===== config.mk =====
export PLATFORM = sky130hd
export DESIGN_NAME = osd_video_output_control
export DESIGN_NICKNAME = d
export VERILOG_FILES = /design/src/osd_pkg.sv /design/src/osd_video_output_control.sv
export SDC_FILE = /design/constraint.sdc
export NUM_CORES = 1
export LEC_CHECK = 0
export ABC_AREA = 1
export BUFFER_PORTS_ARGS = -buffer_cell sky130_fd_sc_hd__buf_2
export CAP_MARGIN = 5
export CORE_ASPECT_RATIO = 0.8
export CORE_UTILIZATION = 30
export DETAILED_ROUTE_END_ITERATION = 16
export GPL_TIMING_DRIVEN = 0
export SLEW_MARGIN = 5
export SYNTH_ARGS = -nofsm -noshare
export SYNTH_HDL_FRONTEND = slang
export SYNTH_SLANG_ARGS = --single-unit

===== constraint.sdc =====
create_clock -name clk_i -period 1.6 [get_ports clk_i]
set_clock_uncertainty 0.2 [all_clocks]
set_input_delay 0.16 -clock clk_i [delete_from_list [all_inputs] [get_ports clk_i]]
set_output_delay 0.16 -clock clk_i [all_outputs]
set_load 0.01 [all_outputs]

===== src/osd_pkg.sv =====
// Shared constants and carrier types for the on-screen-display output stage
package osd_pkg;
	// Register byte addresses
	localparam logic [7:0] ADDR_CTRL = 8'hC0;
	localparam logic [7:0] ADDR_MODE = 8'hC4;
	localparam logic [7:0] ADDR_BITOP = 8'hC8;
	localparam logic [7:0] ADDR_STATUS = 8'hCC;
	// Control register reset value and field positions
	localparam logic [7:0] CTRL_RST = 8'h00;
	localparam int IV_BIT = 7;
	localparam int PV_BIT = 6;
	localparam int LV_BIT = 5;
	localparam int PH_BIT = 4;
	localparam int PC_BIT = 3;
	localparam int PO_BIT = 2;
	localparam int DH_BIT = 1;
	localparam int BFE_BIT = 0;
	// Mode field position in the mode register
	localparam int MODE_LSB = 4;
	localparam logic [1:0] MODE_OFF = 2'h0;
	localparam logic [1:0] MODE_RUN = 2'h1;
	localparam logic [1:0] MODE_SHOW = 2'h2;
	localparam logic [1:0] MODE_SOLID = 2'h3;
	// Bit-operation register fields
	localparam int BITOP_VAL = 3;
	// Attribute field positions
	localparam int AT_E = 4;
	localparam int AT_B = 4;
	localparam int AT_SR = 2;
	localparam int AT_D = 1;
	localparam int AT_SH = 0;
	// Special character codes
	localparam logic [5:0] CH_NEWLINE = 6'h3D;
	localparam logic [5:0] CH_SPACE = 6'h3C;
	localparam logic [5:0] CH_BACKGROUND_SPACE_CHAR = 6'h3E;
	localparam logic [5:0] CH_SPLIT = 6'h3F;
	localparam logic [2:0] COL_BLACK = 3'h0;
	localparam logic [9:0] VERTICAL_START_VALUE_MAX = 10'h3FF;
	// Kind of character in the current cell
	typedef enum logic [2:0] {K_NORMAL, K_SPACE, K_NEWLINE, K_BACKGROUND_SPACE_CHAR, K_SPLIT} char_kind_t;
	// One pixel from the character fetch pipeline
	typedef struct packed {
		logic valid;
		logic cell_start;
		logic cell_mid;
		logic [5:0] code;
		logic [7:0] attr;
		logic bitmap;
		logic shadow;
	} pix_t;
	// Row attribute latches seen by the row generator
	typedef struct packed {
		logic row_end;
		logic short_row;
		logic dbl_size;
		logic shadow;
		logic height_double;
	} row_attr_t;
	// Whole state of the block
	typedef struct packed {
		logic [7:0] ctrl;
		logic [1:0] mode;
		logic ack;
		logic [7:0] rdat;
		logic [1:0] vs_sync;
		logic [1:0] hs_sync;
		logic vs_act_d;
		logic hs_act_d;
		logic [9:0] vertical_start_value_cnt;
		logic [5:0] row_pos;
		logic end_l;
		logic short_l;
		logic dbl_l;
		logic shad_l;
		logic bg_en;
		logic [2:0] bg_col;
		logic [2:0] colour;
		logic video_insert_ctrl_out;
		logic fg_ind;
		logic row_adv;
		logic field_start;
	} state_t;
	localparam state_t STATE_RST = '0;
endpackage


===== src/osd_video_output_control.sv =====
// Display output stage, sync control and control registers
//
// Decided for this implementation: the Wishbone interface to the registers.
`timescale 1ns/10ps
// Overview of operation
// - Clear row attribute latches at field start
// - Every new-line character advances one row when mode nonzero
// - Split background space switches at mid-cell
// - Normal space keeps background colour
// - Background colour survives field start
// - Background space updates only when mode nonzero
// - Foreground pixel drives foreground colour, insert active
// - Background pixels show background colour, enable; mode 3 forces insert
// - Vsync leading edge sets flag; vector clears
// - Software writes set or clear the flag
// - Bit 6 selects vsync polarity
// - Active vsync forces black, insert inactive
// - Bit 5 picks vertical reference edge
// - Bit 4 selects hsync polarity
// - Bit 3 selects insert output polarity
// - Code 000 is black; bit 2 inverts
// - Bit 1 doubles height; start counts hsyncs
// - Bit 0 enables indicator, else held high
// - Bit operations elsewhere never touch the flag
// - Mode 0 stops oscillator, blanks outputs
// - Background space colour bits load background
module osd_video_output_control import osd_pkg::*; (
	// Clock and reset
	input wire logic clk_i,
	input wire logic rst_i,
	// Wishbone slave
	input wire logic [7:0] adr_i,
	input wire logic [31:0] dat_i,
	output logic [31:0] dat_o,
	input wire logic we_i,
	input wire logic [3:0] sel_i,
	input wire logic cyc_i,
	input wire logic stb_i,
	output logic ack_o,
	// Sync inputs and interrupt vector acknowledge
	input wire logic hsync_i,
	input wire logic vsync_i,
	input wire logic irq_ack_i,
	// Pixel stream from character fetch
	input wire pix_t pix_i,
	// Video outputs
	output logic [2:0] colour_outputs_o,
	output logic video_insert_ctrl_out_o,
	output logic fg_bg_indicator_out_o,
	// Status towards the core and row generator
	output logic vertical_irq_flag_o,
	output logic pixel_oscillator_o,
	output row_attr_t row_attr_o,
	output logic row_advance_o,
	output logic field_start_o,
	output logic [9:0] vertical_start_value_count_o,
	output logic [5:0] row_pos_o
);
	// Registered and next state
	state_t s_r;
	state_t s_nxt;
	// Polarity-corrected sync levels and edges
	logic vs_act;
	logic hs_act;
	logic vs_lead;
	logic vs_trail;
	logic hs_lead;
	logic ref_edge;
	// Bus decode
	logic req;
	logic wr_now;
	// Pixel classification
	char_kind_t kind;
	logic run;
	logic bg_upd;
	logic fg_pix;
	logic blank;
	logic [2:0] int_col;
	logic ins;

	// Active level of a sync input given its polarity bit
	function automatic logic sync_active(input logic lvl, input logic pol);
		sync_active = pol ? ~lvl : lvl;
	endfunction

	// Character code classification
	function automatic char_kind_t classify(input logic [5:0] code);
		case (code)
			CH_NEWLINE: classify = K_NEWLINE;
			CH_SPACE: classify = K_SPACE;
			CH_BACKGROUND_SPACE_CHAR: classify = K_BACKGROUND_SPACE_CHAR;
			CH_SPLIT: classify = K_SPLIT;
			default: classify = K_NORMAL;
		endcase
	endfunction

	// Edge and decode helpers
	always_comb begin
		vs_act = sync_active(s_r.vs_sync[1], s_r.ctrl[PV_BIT]);
		hs_act = sync_active(s_r.hs_sync[1], s_r.ctrl[PH_BIT]);
		vs_lead = vs_act & ~s_r.vs_act_d;
		vs_trail = ~vs_act & s_r.vs_act_d;
		hs_lead = hs_act & ~s_r.hs_act_d;
		ref_edge = s_r.ctrl[LV_BIT] ? vs_trail : vs_lead;
		req = cyc_i & stb_i;
		wr_now = req & we_i & s_r.ack & sel_i[0];
		kind = classify(pix_i.code);
		run = (s_r.mode != MODE_OFF);
		// Background load point: left edge or mid-cell
		bg_upd = run & pix_i.valid & ((kind == K_BACKGROUND_SPACE_CHAR & pix_i.cell_start)
			| (kind == K_SPLIT & pix_i.cell_mid));
		fg_pix = pix_i.valid & pix_i.bitmap & (kind == K_NORMAL);
		blank = (s_r.mode == MODE_OFF) | (s_r.mode == MODE_RUN) | vs_act | hs_act;
	end

	// Next-state logic
	always_comb begin
		s_nxt = s_r;
		// Sync synchronisers, two flops each
		s_nxt.vs_sync = {s_r.vs_sync[0], vsync_i};
		s_nxt.hs_sync = {s_r.hs_sync[0], hsync_i};
		s_nxt.vs_act_d = vs_act;
		s_nxt.hs_act_d = hs_act;
		// Bus answer: ack one cycle after request
		s_nxt.ack = req & ~s_r.ack;
		if (req & ~s_r.ack) begin
			case (adr_i)
				ADDR_CTRL: s_nxt.rdat = s_r.ctrl;
				ADDR_MODE: s_nxt.rdat = {2'h0, s_r.mode, 4'h0};
				ADDR_STATUS: s_nxt.rdat = {s_r.bg_en, s_r.bg_col, s_r.end_l,
					s_r.short_l, s_r.dbl_l, s_r.shad_l};
				// Unmapped and write-only read as zero
				default: s_nxt.rdat = 8'h00;
			endcase
		end
		// Register writes on the acked edge
		if (wr_now) begin
			case (adr_i)
				// Whole byte, flag included
				ADDR_CTRL: s_nxt.ctrl = dat_i[7:0];
				ADDR_MODE: s_nxt.mode = dat_i[MODE_LSB+1:MODE_LSB];
				// Single bit operation
				ADDR_BITOP: s_nxt.ctrl[dat_i[2:0]] = dat_i[BITOP_VAL];
				default: s_nxt.ctrl = s_r.ctrl;
			endcase
		end
		// Vector clears the flag
		if (irq_ack_i) begin
			s_nxt.ctrl[IV_BIT] = 1'b0;
		end
		// Edge sets the flag, winning over any clear
		if (vs_lead) begin
			s_nxt.ctrl[IV_BIT] = 1'b1;
		end
		// Vertical start counter in hsync units
		if (hs_lead && s_r.vertical_start_value_cnt != VERTICAL_START_VALUE_MAX) begin
			s_nxt.vertical_start_value_cnt = s_r.vertical_start_value_cnt + 10'h001;
		end
		// New line: capture attributes and advance
		s_nxt.row_adv = 1'b0;
		if (run && pix_i.valid && pix_i.cell_start && kind == K_NEWLINE) begin
			s_nxt.end_l = pix_i.attr[AT_E];
			s_nxt.short_l = pix_i.attr[AT_SR];
			s_nxt.dbl_l = pix_i.attr[AT_D];
			s_nxt.shad_l = pix_i.attr[AT_SH];
			s_nxt.row_pos = s_r.row_pos + 6'h01;
			s_nxt.row_adv = 1'b1;
		end
		// Field start clears latches, row and counter only
		s_nxt.field_start = ref_edge;
		if (ref_edge) begin
			s_nxt.end_l = 1'b0;
			s_nxt.short_l = 1'b0;
			s_nxt.dbl_l = 1'b0;
			s_nxt.shad_l = 1'b0;
			s_nxt.row_pos = 6'h00;
			s_nxt.vertical_start_value_cnt = 10'h000;
		end
		// Background colour update; space and field start leave it
		if (bg_upd) begin
			s_nxt.bg_en = pix_i.attr[AT_B];
			s_nxt.bg_col = pix_i.attr[2:0];
		end
		// Pixel colour selection
		if (blank) begin
			int_col = COL_BLACK;
			ins = 1'b0;
		end else if (fg_pix) begin
			int_col = pix_i.attr[2:0];
			ins = 1'b1;
		end else if (pix_i.valid && pix_i.shadow) begin
			// Shadow bits are black and shown
			int_col = COL_BLACK;
			ins = 1'b1;
		end else begin
			// Background uses the value effective this pixel
			int_col = s_nxt.bg_col;
			ins = (s_r.mode == MODE_SOLID) | s_nxt.bg_en;
		end
		s_nxt.colour = int_col ^ {3{s_r.ctrl[PO_BIT]}};
		s_nxt.video_insert_ctrl_out = ins ^ s_r.ctrl[PC_BIT];
		// Indicator low for foreground when enabled
		s_nxt.fg_ind = s_r.ctrl[BFE_BIT] & fg_pix & ~blank;
	end

	// State register
	always_ff @(posedge clk_i) begin
		if (rst_i) begin
			s_r <= STATE_RST;
		end else begin
			s_r <= s_nxt;
		end
	end

	// Output mapping
	always_comb begin
		dat_o = {24'h000000, s_r.rdat};
		ack_o = s_r.ack;
		colour_outputs_o = s_r.colour;
		video_insert_ctrl_out_o = s_r.video_insert_ctrl_out;
		fg_bg_indicator_out_o = ~s_r.fg_ind;
		vertical_irq_flag_o = s_r.ctrl[IV_BIT];
		pixel_oscillator_o = (s_r.mode != MODE_OFF);
		row_attr_o.row_end = s_r.end_l;
		row_attr_o.short_row = s_r.short_l;
		row_attr_o.dbl_size = s_r.dbl_l;
		row_attr_o.shadow = s_r.shad_l;
		row_attr_o.height_double = s_r.ctrl[DH_BIT] | s_r.dbl_l;
		row_advance_o = s_r.row_adv;
		field_start_o = s_r.field_start;
		vertical_start_value_count_o = s_r.vertical_start_value_cnt;
		row_pos_o = s_r.row_pos;
	end
endmodule


Word-level counts from Yosys, hierarchy flattened
Cells that the tools add are included.
W data, S select, Z words.

cells by class
  multiplexer cells = 21
  reductions and logical operators = 16
  $mul = 0
  shift operators = 0
  bitwise logic cells = 32
  equality and inequality tests = 14
  $add $sub $neg = 2
  order comparisons = 2
  div/mod/pow operators = 0

operators with widths
  operator                 count
  $eq A8 B8 Y1 const B     4
  $eq A6 B6 Y1 const B     4
  $pmux W8 S3              1
  $and A1 B1 Y1            16
  $pmux W8 S2              1
  $pmux W3 S4              1
  $add A10 B1 Y10 const B  1
  $mux W1                  10
  $mux W10                 1
  $ne A10 B10 Y1 const B   1
  $mux W3                  3
  $bwmux W8                1
  $not A1 Y1               8
  $add A6 B1 Y6 const B    1
  $eq A3 B2 Y1 const B     2
  $logic_and A1 B1 Y1      6
  $or A1 B1 Y1             6
  $reduce_and A2 Y1        3
  $lt A3 B4 Y1 const B     1
  $mux W4                  1
  $reduce_bool A2 Y1       2
  $reduce_bool A4 Y1       1
  $demux W1 S3             1
  $eq A3 B3 Y1 const B     1
  10 further kinds         10

word-level totals
  latch bits = 0
  bits in writable memories = 0
  memory bits (read-only) = 0
  output and inout port bits = 63
  memories = 0
  logic and storage cells = 109
  bits in registers = 56
  input port bits = 71

Longest topological paths before layout
Gate-level depths: netlist of the first run.

  depth in word-level cells = 12
  mapped depth = 12
  gate-level depth less buffers = 12

Worst setup path before layout of the first run
No wires, ideal clock.

  kind = reg-to-reg
  from = register s_r[47] in the netlist's numbering
  to = register s_r (netlist bit row_pos_o[5])
  cell stages (with the launch flop) = 8
  setup time = 117 ps
  period minus slack after synthesis = 1450 ps
  path slack = 150 ps
  arrival = 1133 ps
  buffers on the path = 0
  data required time = 1283 ps
  path through = dfxtp_1 > o21ai_2 > nor2_4 > nand2_4 > nor2_1 > nand3_1 > o21ai_1 > a21oi_1

between the ends
  word-level cells in the longest chain between the ends = 4

ends and longest elaborated chain
  item                               line                             source
  from (decl)                        osd_video_output_control.sv:60   state_t s_r;
  from (signal assigned)             osd_video_output_control.sv:211  s_r <= s_nxt;
  $reduce_bool A2 Y1                 osd_video_output_control.sv:108  run = (s_r.mode != MODE_OFF);
  $logic_and A1 B1 Y1 (3 in series)  osd_video_output_control.sv:161  if (run && pix_i.valid && pix_i.cell_start && kind == K_NEWLINE) begin

No other way between the ends.
A chain may end at the register's enable or synchronous reset.

Worst setup path in the final report of the first run
  from = register s_r (netlist bit vertical_start_value_count_o[9])
  to = register s_r (netlist bit vertical_start_value_count_o[2])

between the ends
  word-level cells in the longest chain between the ends = 2

ends and longest elaborated chain
  item                 line                             source
  $ne A10 B10 Y1       osd_video_output_control.sv:156  if (hs_lead && s_r.vertical_start_value_cnt != VERTICAL_START_VALUE_MAX) begin
  $logic_and A1 B1 Y1  osd_video_output_control.sv:156

No other way between the ends.

==> flow_summary.toml, run 1 <==
[sta]
hold_viol_final = 0
finalCritPeriodShare = 0.9948
slew_headroom = 0.6111
setup_viol = 0
max_freq_ghz = 0.6283
drv_slew = 0
fin_crit_ns = 1.592
fin_ws_ns = 0.008356
tightest_slew_ns = 0.5834
rsz0062_at_grt = "true"

[synth]
ys_async_sr_fraction = 0
yosys_warnings = 0
ys_types = 35
synth_cells = 465
ys_ff_latch = 56
synth-main-ff-cell = "dfxtp_1"
netlist_area_sq_um = 3199
synth_seq_area_share = 0.3504
synth_area_per_cell_sq_um = 6.880
synth_edf_count = 0
synth_top_area_cell = "dfxtp_1"
synth_top_area_frac = 0.3504
synthTopCellsByArea = "dfxtp_1 (35%), buf_4 (13%), nand2_1 (11%)"

[power_and_ir_drop]
ir_drop_mv = 0.5891
cellLeakagePower_nw = 2.136
power-per-cell-area_nw_per_um2 = 691.7
power.total_mw = 3.101

[critical_path]
reg2regPathDepth = 7
critPathRequiredTime_ns = 1.58
rr_endpoint = "vertical_start_value_count_o[2]$_SDFFE_PP0P_"
crit_path_start_kind = "flip-flop"
cp_top_family = "simple AND/OR/NAND/NOR gates"
critical_path_class = "reg -> reg"
reg2reg_slack_ns = 0.008
cp_num_buf_inv = 2
slowest_stage = "dfxtp_2"
path_depth = 7
worstPathArrival_ns = 1.57
critPathMaxFanout = 5
crit_end = "vertical_start_value_count_o[2]$_SDFFE_PP0P_"
max_stage_delay_ns = 0.36
r2r-start = "vertical_start_value_count_o[9]$_SDFFE_PP0P_"
crit_start = "vertical_start_value_count_o[9]$_SDFFE_PP0P_"
path_cells = "inv_1 > nor3_4 > nand4_1 > nand2_4 > buf_4 > o21bai_1 > and3_1"
cp-end-kind = "flip-flop"

[route]
drc = 0
routedWlPerCell_um = 11.52
ant_nets = 0
dr.pass1.iters = 4
routed_wl_mm = 8.537
vias = 3201
drt_iter0_markers = 145
vias_per_cell = 4.320

[cells_and_area]
final_common_cell = "nand2_1"
nFillCells = 1094
drive_above_1_share = 0.3677
final_area_sq_um = 4483
layout_common_cells = "nand2_1 (87), buf_2 (76), buf_4 (73)"
final_nets = 674
antenna_cells = 0
area_delta_synth_final_pct = 40.13

[floorplanning]
io_pins = 134
dieArea_sq_um = 11080
die_h_um = 94.37
core.rowCount = 33
core_sq_um = 10320
die_w_um = 117.5
start_util = 0.3099

[grt]
grt_use_total = 0.1513
antenna_found_initial = 0
grt_pass1_wl_mm = 13.42
grt_pass1_vias = 2871
overflow = 0
grt_max_degree = 17

[outcome]
outcome = "completed"

[min_path]
hp-class = "in -> reg"

[placement]
gp_congestion = 0.8622
port-buffer-count = 76
dp_worst_setup_slack_ns = -0.1439
dp_hpwl_mm = 6.374
dpl_cell_area_sq_um = 3841

[clock_tree]
cts.htree.levels = 2
insertion_delay_ns = 0.29
cts_sinks = 56
root_buffer = "clkbuf_16"
cts_tree = "built"
cts_made_buffers = 5
clk_pin_slew_ns = 0.07
clk_path_buf_depth = 2

[run]
maxCapViolations = 0
-- area by class of cell --
| type | instances | area, sq um | share of cell area |
|---|---|---|---|
| Buffer | 63 | 465.4 | 0.1038 |
| Timing Repair Buffer | 106 | 636.9 | 0.1421 |
| Sequential cell | 56 | 1152 | 0.2570 |
| Clock inverter | 2 | 60.06 | 0.01340 |
| Clock buffer | 5 | 125.1 | 0.02791 |
| Tap cell | 140 | 175.2 | 0.03907 |
| Inverter | 52 | 205.2 | 0.04577 |
| Multi-Input combinational cell | 317 | 1663 | 0.3709 |
-- kinds of logic (layout without fill, tap and decap cells) --
logic type / Yosys count / count (layout) / synth area share
buf+inv: 115 / 228 / 0.2073
xor+xnor: 8 / 8 / 0.02190
simple gates: 210 / 210 / 0.2894
fa+ha+maj: 2 / 2 / 0.007820
other cells: 1 / 24 / 0.001172
flops: 56 / 56 / 0.3504
compound gates: 73 / 73 / 0.1220
-- per-layer routing --
metal	global-route usage	share of wire
met1	0.2060	0.49
met2	0.2500	0.46
met3	0.03019	0.046
met4	0.02885	0.0069
met5	0	0
-- cell usage after synthesis, types with 2 or more instances --
cell type	count
nand3_1	35
dfxtp_1	56
nand4_1	7
o21ai_1	4
nor2_2	4
inv_1	48
xor2_1	5
o21ai_0	15
nand2_2	5
buf_6	2
ha_1	2
nor2_1	44
o21a_1	5
nor2_4	2
clkbuf_1	4
o211ai_1	2
nor3_1	11
nand2_1	97
xnor2_1	3
buf_4	56
a21oi_1	44
-- where the power goes --
part | internal, mW | switching [mW] | total, mW
sequential | 1.39 | 0.00765 | 1.40
combinational | 0.144 | 0.179 | 0.323
clock | 0.889 | 0.488 | 1.38
-- how the worst min path moves through the flow --
stage                  start                   end  slack, ns  cells past startpoint
floorplan            hsync_i  s_nxt[34]$_SDFF_PP0_       0.07                      2
global placement     vsync_i  s_nxt[36]$_SDFF_PP0_       0.17                      3
detailed placement   hsync_i  s_nxt[34]$_SDFF_PP0_       0.17                      3
CTS                 dat_i[1]             flip-flop     0.0003                      3
global route        dat_i[1]             flip-flop       0.02                      3
finish              dat_i[1]             flip-flop       0.02                      3
-- timing repair --
| item | CTS | global route |
|---|---|---|
| setup endpoints to repair | 19 | 34 |
| hold endpoints to repair | 13 | 0 |
| gates resized for setup | 11 | 53 |
| setup buffers | 0 | 19 |
| hold buffers | 11 | 0 |
| pin swaps | 0 | 21 |
-- tightest hold or removal path, cell delays in order --
cell	delay, ns
buf_2	0.15
a21oi_1	0.09
nor2_1	0.07
-- through the flow --
stage               setup TNS, ns    util  hold WS, ns  cells
finish                          0  0.4343      0.01908    741
detailed placement         -1.994  0.3721       0.1714    704
floorplan                       0       -      0.06697    488
global placement           -1.349  0.3721       0.1693    704
CTS                      -0.01849  0.4038    0.0003377    722
global route              -0.5111  0.4343      0.01970    741
(Power assumes the default switching activity.)
==> run 2, diff against run 1 <==
--- a/config.mk
+++ b/config.mk
@@ -6,7 +6,7 @@
 export NUM_CORES = 1
 export LEC_CHECK = 0
 export ABC_AREA = 1
-export BUFFER_PORTS_ARGS = -buffer_cell sky130_fd_sc_hd__buf_2
+export BUFFER_PORTS_ARGS = -buffer_cell sky130_fd_sc_hd__clkbuf_2
 export CAP_MARGIN = 5
 export CORE_ASPECT_RATIO = 0.8
 export CORE_UTILIZATION = 30
==> flow_summary.toml, run 2 (synthesis gave the netlist of run 1 again) <==
[grt]
grt_pass1_vias = 2798
antenna_found_initial = 0
grt_max_degree = 17
grt_busiest_layer = "met2"
grt_pass1_wl_mm = 13.28
grtUsageMet3 = 0.03804
overflow = 0
use_met1 = 0.2023
grtUsageMet2 = 0.2436
grt_use_total = 0.1506

[sta]
fin_crit_ns = 1.528
finalCritPeriodShare = 0.9553
slew_headroom = 0.6261
drv_slew = 0
fin_ws_ns = 0.07154
holdWs_ns = 0.02065
max_freq_ghz = 0.6543
setup_viol = 0
tightest_slew_ns = 0.5608
hold_viol_final = 0
rsz0062_at_grt = "true"

[route]
drt_iter0_markers = 133
ant_nets = 0
drc = 0
vias = 3163
routedWlPerCell_um = 11.26
vias_per_cell = 4.280
routed_wl_mm = 8.322
dr.pass1.iters = 4

[critical_path]
cp-end-kind = "flip-flop"
critPathRequiredTime_ns = 1.59
worstPathArrival_ns = 1.51
critical_path_class = "reg -> reg"
crit_path_start_kind = "flip-flop"
critPathMaxFanout = 8
reg2regPathDepth = 6

[cells_and_area]
antenna_cells = 0
drive_above_1_share = 0.3389
final_common_cell = "nand2_1"
nFillCells = 1080
area_delta_synth_final_pct = 37.58
post-route-util = 0.4264
fin_cells = 739
final_nets = 671
layout_common_cells = "nand2_1 (94), clkbuf_2 (76), buf_4 (69)"

[placement]
gp_congestion = 0.8664
dp_worst_setup_slack_ns = -0.1115
dp.cells = 704
port-buffer-count = 76
dp_hpwl_mm = 6.362

[floorplanning]
core.rowCount = 33
core_sq_um = 10320
die_w_um = 117.5
io_pins = 134
die_h_um = 94.37
dieArea_sq_um = 11080
start_util = 0.3099

[clock_tree]
cts_tree = "built"
root_buffer = "clkbuf_16"
clk_pin_slew_ns = 0.07
insertion_delay_ns = 0.29
cts_made_buffers = 5
cts_sinks = 56
cts.htree.levels = 2
clk_path_buf_depth = 2

[min_path]
hold_depth = 3
hp-class = "in -> reg"

[power_and_ir_drop]
power-per-cell-area_nw_per_um2 = 671.4
ir_drop_mv = 0.4735
cellLeakagePower_nw = 2.076

[run]
maxCapViolations = 0

[outcome]
outcome = "completed"
[run 2: timing repair]
| item | in CTS | in global routing |
|---|---|---|
| buffers inserted | 3 | 13 |
| setup endpoints to repair | 20 | 34 |
| pin swaps | 2 | 15 |
| hold buffers | 11 | 0 |
| gates resized for setup | 15 | 40 |
| hold endpoints to repair | 14 | 0 |
[run 2: worst max-delay path, stage by stage (launching register included)]
cell and delay, ns:
dfxtp_4 0.39, xor2_1 0.14, nand2_1 0.08, o21a_1 0.23
nand2_4 0.12, inv_2 0.07, and3_1 0.18
[run 2: through the flow]
step / instance area, sq um / TNS [ns] / total power [mW]
2_1_floorplan: 3286 / 0 / 1.616
3_3_place_gp: 3841 / -1.267 / 1.711
3_5_place_dp: 3841 / -1.462 / 1.713
4_1_cts: 4178 / 0 / 2.977
5_1_grt: 4402 / -0.2469 / 3.080
6_report: 4402 / 0 / 2.956
[run 2: routing by layer]
layer | routed length (um) | share of wire | vias up
met1 | 4118 | 0.49 | 1388
li1 | - | - | 1685
met4 | 38 | 0.0046 | 0
met2 | 3725 | 0.45 | 88
met3 | 439 | 0.053 | 2
met5 | 0 | 0 | -
[run 2: area by class of cell]
class                   count  area, sq um  area share
well taps                 140        175.2     0.03980
repair buffers            103        621.8      0.1413
clock inverters             2        35.03    0.007959
multi-input cells         317         1610      0.3658
inverters                  52        210.2     0.04775
clock buffers               6        128.9     0.02928
plain buffers              63        461.7      0.1049
flip-flops and latches     56         1159      0.2632
[run 2: final timing paths]
path	start	slack (ns)	end
max	flip-flop	0.07	vertical_start_value_count_o[2]$_SDFFE_PP0P_
min reg2reg	s_nxt[36]$_SDFF_PP0_	0.20	s_r[36]$_SDFF_PP0_
min	dat_i[1]	0.02	flip-flop
max reg2reg	flip-flop	0.07	vertical_start_value_count_o[2]$_SDFFE_PP0P_
[run 2: power by group]
part / switching (mW) / internal (mW)
clock: 0.505 / 0.738
sequential: 0.00840 / 1.39
combinational: 0.175 / 0.139
total: 0.688 / 2.27
==> run 3, diff against run 2 <==
--- a/config.mk
+++ b/config.mk
@@ -8,10 +8,14 @@
 export ABC_AREA = 1
 export BUFFER_PORTS_ARGS = -buffer_cell sky130_fd_sc_hd__clkbuf_2
 export CAP_MARGIN = 5
+export CELL_PAD_IN_SITES_DETAIL_PLACEMENT = 0
+export CELL_PAD_IN_SITES_GLOBAL_PLACEMENT = 1
 export CORE_ASPECT_RATIO = 0.8
 export CORE_UTILIZATION = 30
 export DETAILED_ROUTE_END_ITERATION = 16
 export GPL_TIMING_DRIVEN = 0
+export MAX_ROUTING_LAYER = met4
+export PLACE_DENSITY_LB_ADDON = 0.1
 export SLEW_MARGIN = 5
 export SYNTH_ARGS = -nofsm -noshare
 export SYNTH_HDL_FRONTEND = slang
==> flow_summary.toml, run 3 (synthesis gave the netlist of run 1 again) <==
[placement]
gp_congestion = 0.8002
dp_hpwl_mm = 6.579
dp_worst_setup_slack_ns = -0.1795
dpl_cell_area_sq_um = 3841
port-buffer-count = 76

[sta]
drv_slew = 0
slew_headroom = 0.6102
hold_viol_final = 0
finalCritPeriodShare = 0.9858
fin_crit_ns = 1.577
setup_viol = 0
fin_ws_ns = 0.02271
max_freq_ghz = 0.6340
tightest_slew_ns = 0.5847
rsz0062_at_grt = "true"

[route]
vias = 3164
drc = 0
ant_nets = 0
routed_wl_mm = 8.580
vias_per_cell = 4.264
drt_iter0_markers = 134
dr.pass1.iters = 4
routedWlPerCell_um = 11.56

[power_and_ir_drop]
power-per-cell-area_nw_per_um2 = 674.6
ir_drop_mv = 0.3952
cellLeakagePower_nw = 2.048
power.total_mw = 2.979

[cells_and_area]
final_area_sq_um = 4415
final_nets = 674
final_common_cell = "nand2_1"
nFillCells = 1121
layout_common_cells = "nand2_1 (94), clkbuf_2 (76), buf_4 (70)"
drive_above_1_share = 0.3538
antenna_cells = 0
area_delta_synth_final_pct = 38.01

[clock_tree]
cts_sinks = 56
insertion_delay_ns = 0.30
cts.htree.levels = 2
cts_made_buffers = 5
clk_path_buf_depth = 2
cts_tree = "built"
root_buffer = "clkbuf_16"
clk_pin_slew_ns = 0.07

[floorplanning]
die_h_um = 94.37
start_util = 0.3099
io_pins = 134
dieArea_sq_um = 11080
core_sq_um = 10320
die_w_um = 117.5
core.rowCount = 33

[critical_path]
reg2reg_slack_ns = 0.02
cp-end-kind = "flip-flop"
worstPathArrival_ns = 1.57
crit_path_start_kind = "flip-flop"
reg2regPathDepth = 7
critical_path_class = "reg -> reg"
rr_endpoint = "vertical_start_value_count_o[2]$_SDFFE_PP0P_"
critPathMaxFanout = 7
critPathRequiredTime_ns = 1.60
r2r-start = "vertical_start_value_count_o[7]$_SDFFE_PP0P_"

[grt]
use_met1 = 0.2169
grt_max_degree = 17
grt_pass1_wl_mm = 13.59
grt_pass1_vias = 2793
grtUsageMet3 = 0.03382
grt_use_total = 0.1609
overflow = 0
grtUsageMet2 = 0.2436
antenna_found_initial = 0
grt_busiest_layer = "met2"

[run]
maxCapViolations = 0

[outcome]
outcome = "completed"

[min_path]
min-delay-start = "dat_i[1]"
hold_depth = 3
hp-class = "in -> reg"
run 3: cell count changes in the layout (fill, tap and decap cells not counted), moves of 2 or more:
cell,previous run,this run
nor2_2,5,10
dfxtp_2,6,8
nand2_2,4,6
nor2_4,5,2
nand2_4,5,3
dfxtp_4,8,6
a21oi_1,43,39
a21oi_2,1,5
o21ai_0,12,14
o21ai_1,7,4
o21ai_2,0,2
nor2_1,40,38
run 3: area by class of cell:
type	instances	area, sq um	share of cell area
multi-input cells	317	1584	0.3587
flip-flops and latches	56	1154	0.2613
repair buffers	106	656.9	0.1488
plain buffers	63	469.2	0.1063
inverters	52	212.7	0.04817
well taps	140	175.2	0.03967
clock buffers	6	128.9	0.02919
clock inverters	2	35.03	0.007934
run 3: power by group:
| group | internal, mW | switching [mW] |
|---|---|---|
| clock network | 0.738 | 0.513 |
| logic | 0.146 | 0.179 |
| registers | 1.39 | 0.00764 |
| total | 2.28 | 0.701 |
run 3: how the worst max path moves through the flow:
stage,from,slack [ns],end
after global placement,flip-flop,-0.18,vertical_start_value_count_o[2]$_SDFFE_PP0P_
final,vertical_start_value_count_o[7]$_SDFFE_PP0P_,0.02,vertical_start_value_count_o[2]$_SDFFE_PP0P_
after CTS,flip-flop,0.0009,vertical_start_value_count_o[2]$_SDFFE_PP0P_
after detailed placement,flip-flop,-0.18,vertical_start_value_count_o[2]$_SDFFE_PP0P_
after floorplan,s_r[47]$_SDFFE_PP0P_,0.15,row_pos_o[5]$_SDFFE_PP0P_
after global routing,s_r[46]$_SDFFE_PP0P_,-0.08,video_insert_ctrl_out_o$_SDFF_PP0_
run 3: worst max-delay path, cell delays in order (launching register included):
cell and delay (ns):
dfxtp_4 0.36, nand2_2 0.06, nor3_2 0.19, nand4_1 0.17, nand2_4 0.18, buf_6 0.12
o21bai_1 0.05, and3_1 0.14
run 3: stage by stage:
stage	TNS [ns]	hold WS [ns]	util	instances
6_report	0	0.01635	0.4278	742
5_1_grt	-0.7146	0.04548	0.4278	742
4_1_cts	0	0.01065	0.4055	726
3_5_place_dp	-2.112	0.1698	0.3721	704
3_3_place_gp	-2.006	0.1597	0.3721	704
2_1_floorplan	0	0.06697	-	488
run 3: what timing repair did:
item,4_1_cts,5_1_grt
endpoints found under the setup margin,25,32
setup buffers,3,16
pin swaps,4,16
endpoints found under the hold margin,14,0
hold buffers,11,0
gates resized for setup,16,37
run 3: per-layer routing:
metal / vias up / share of wire
met4: 0 / 0.0087
met3: 7 / 0.038
met5: - / 0
met2: 71 / 0.42
met1: 1388 / 0.53
li1: 1698 / -
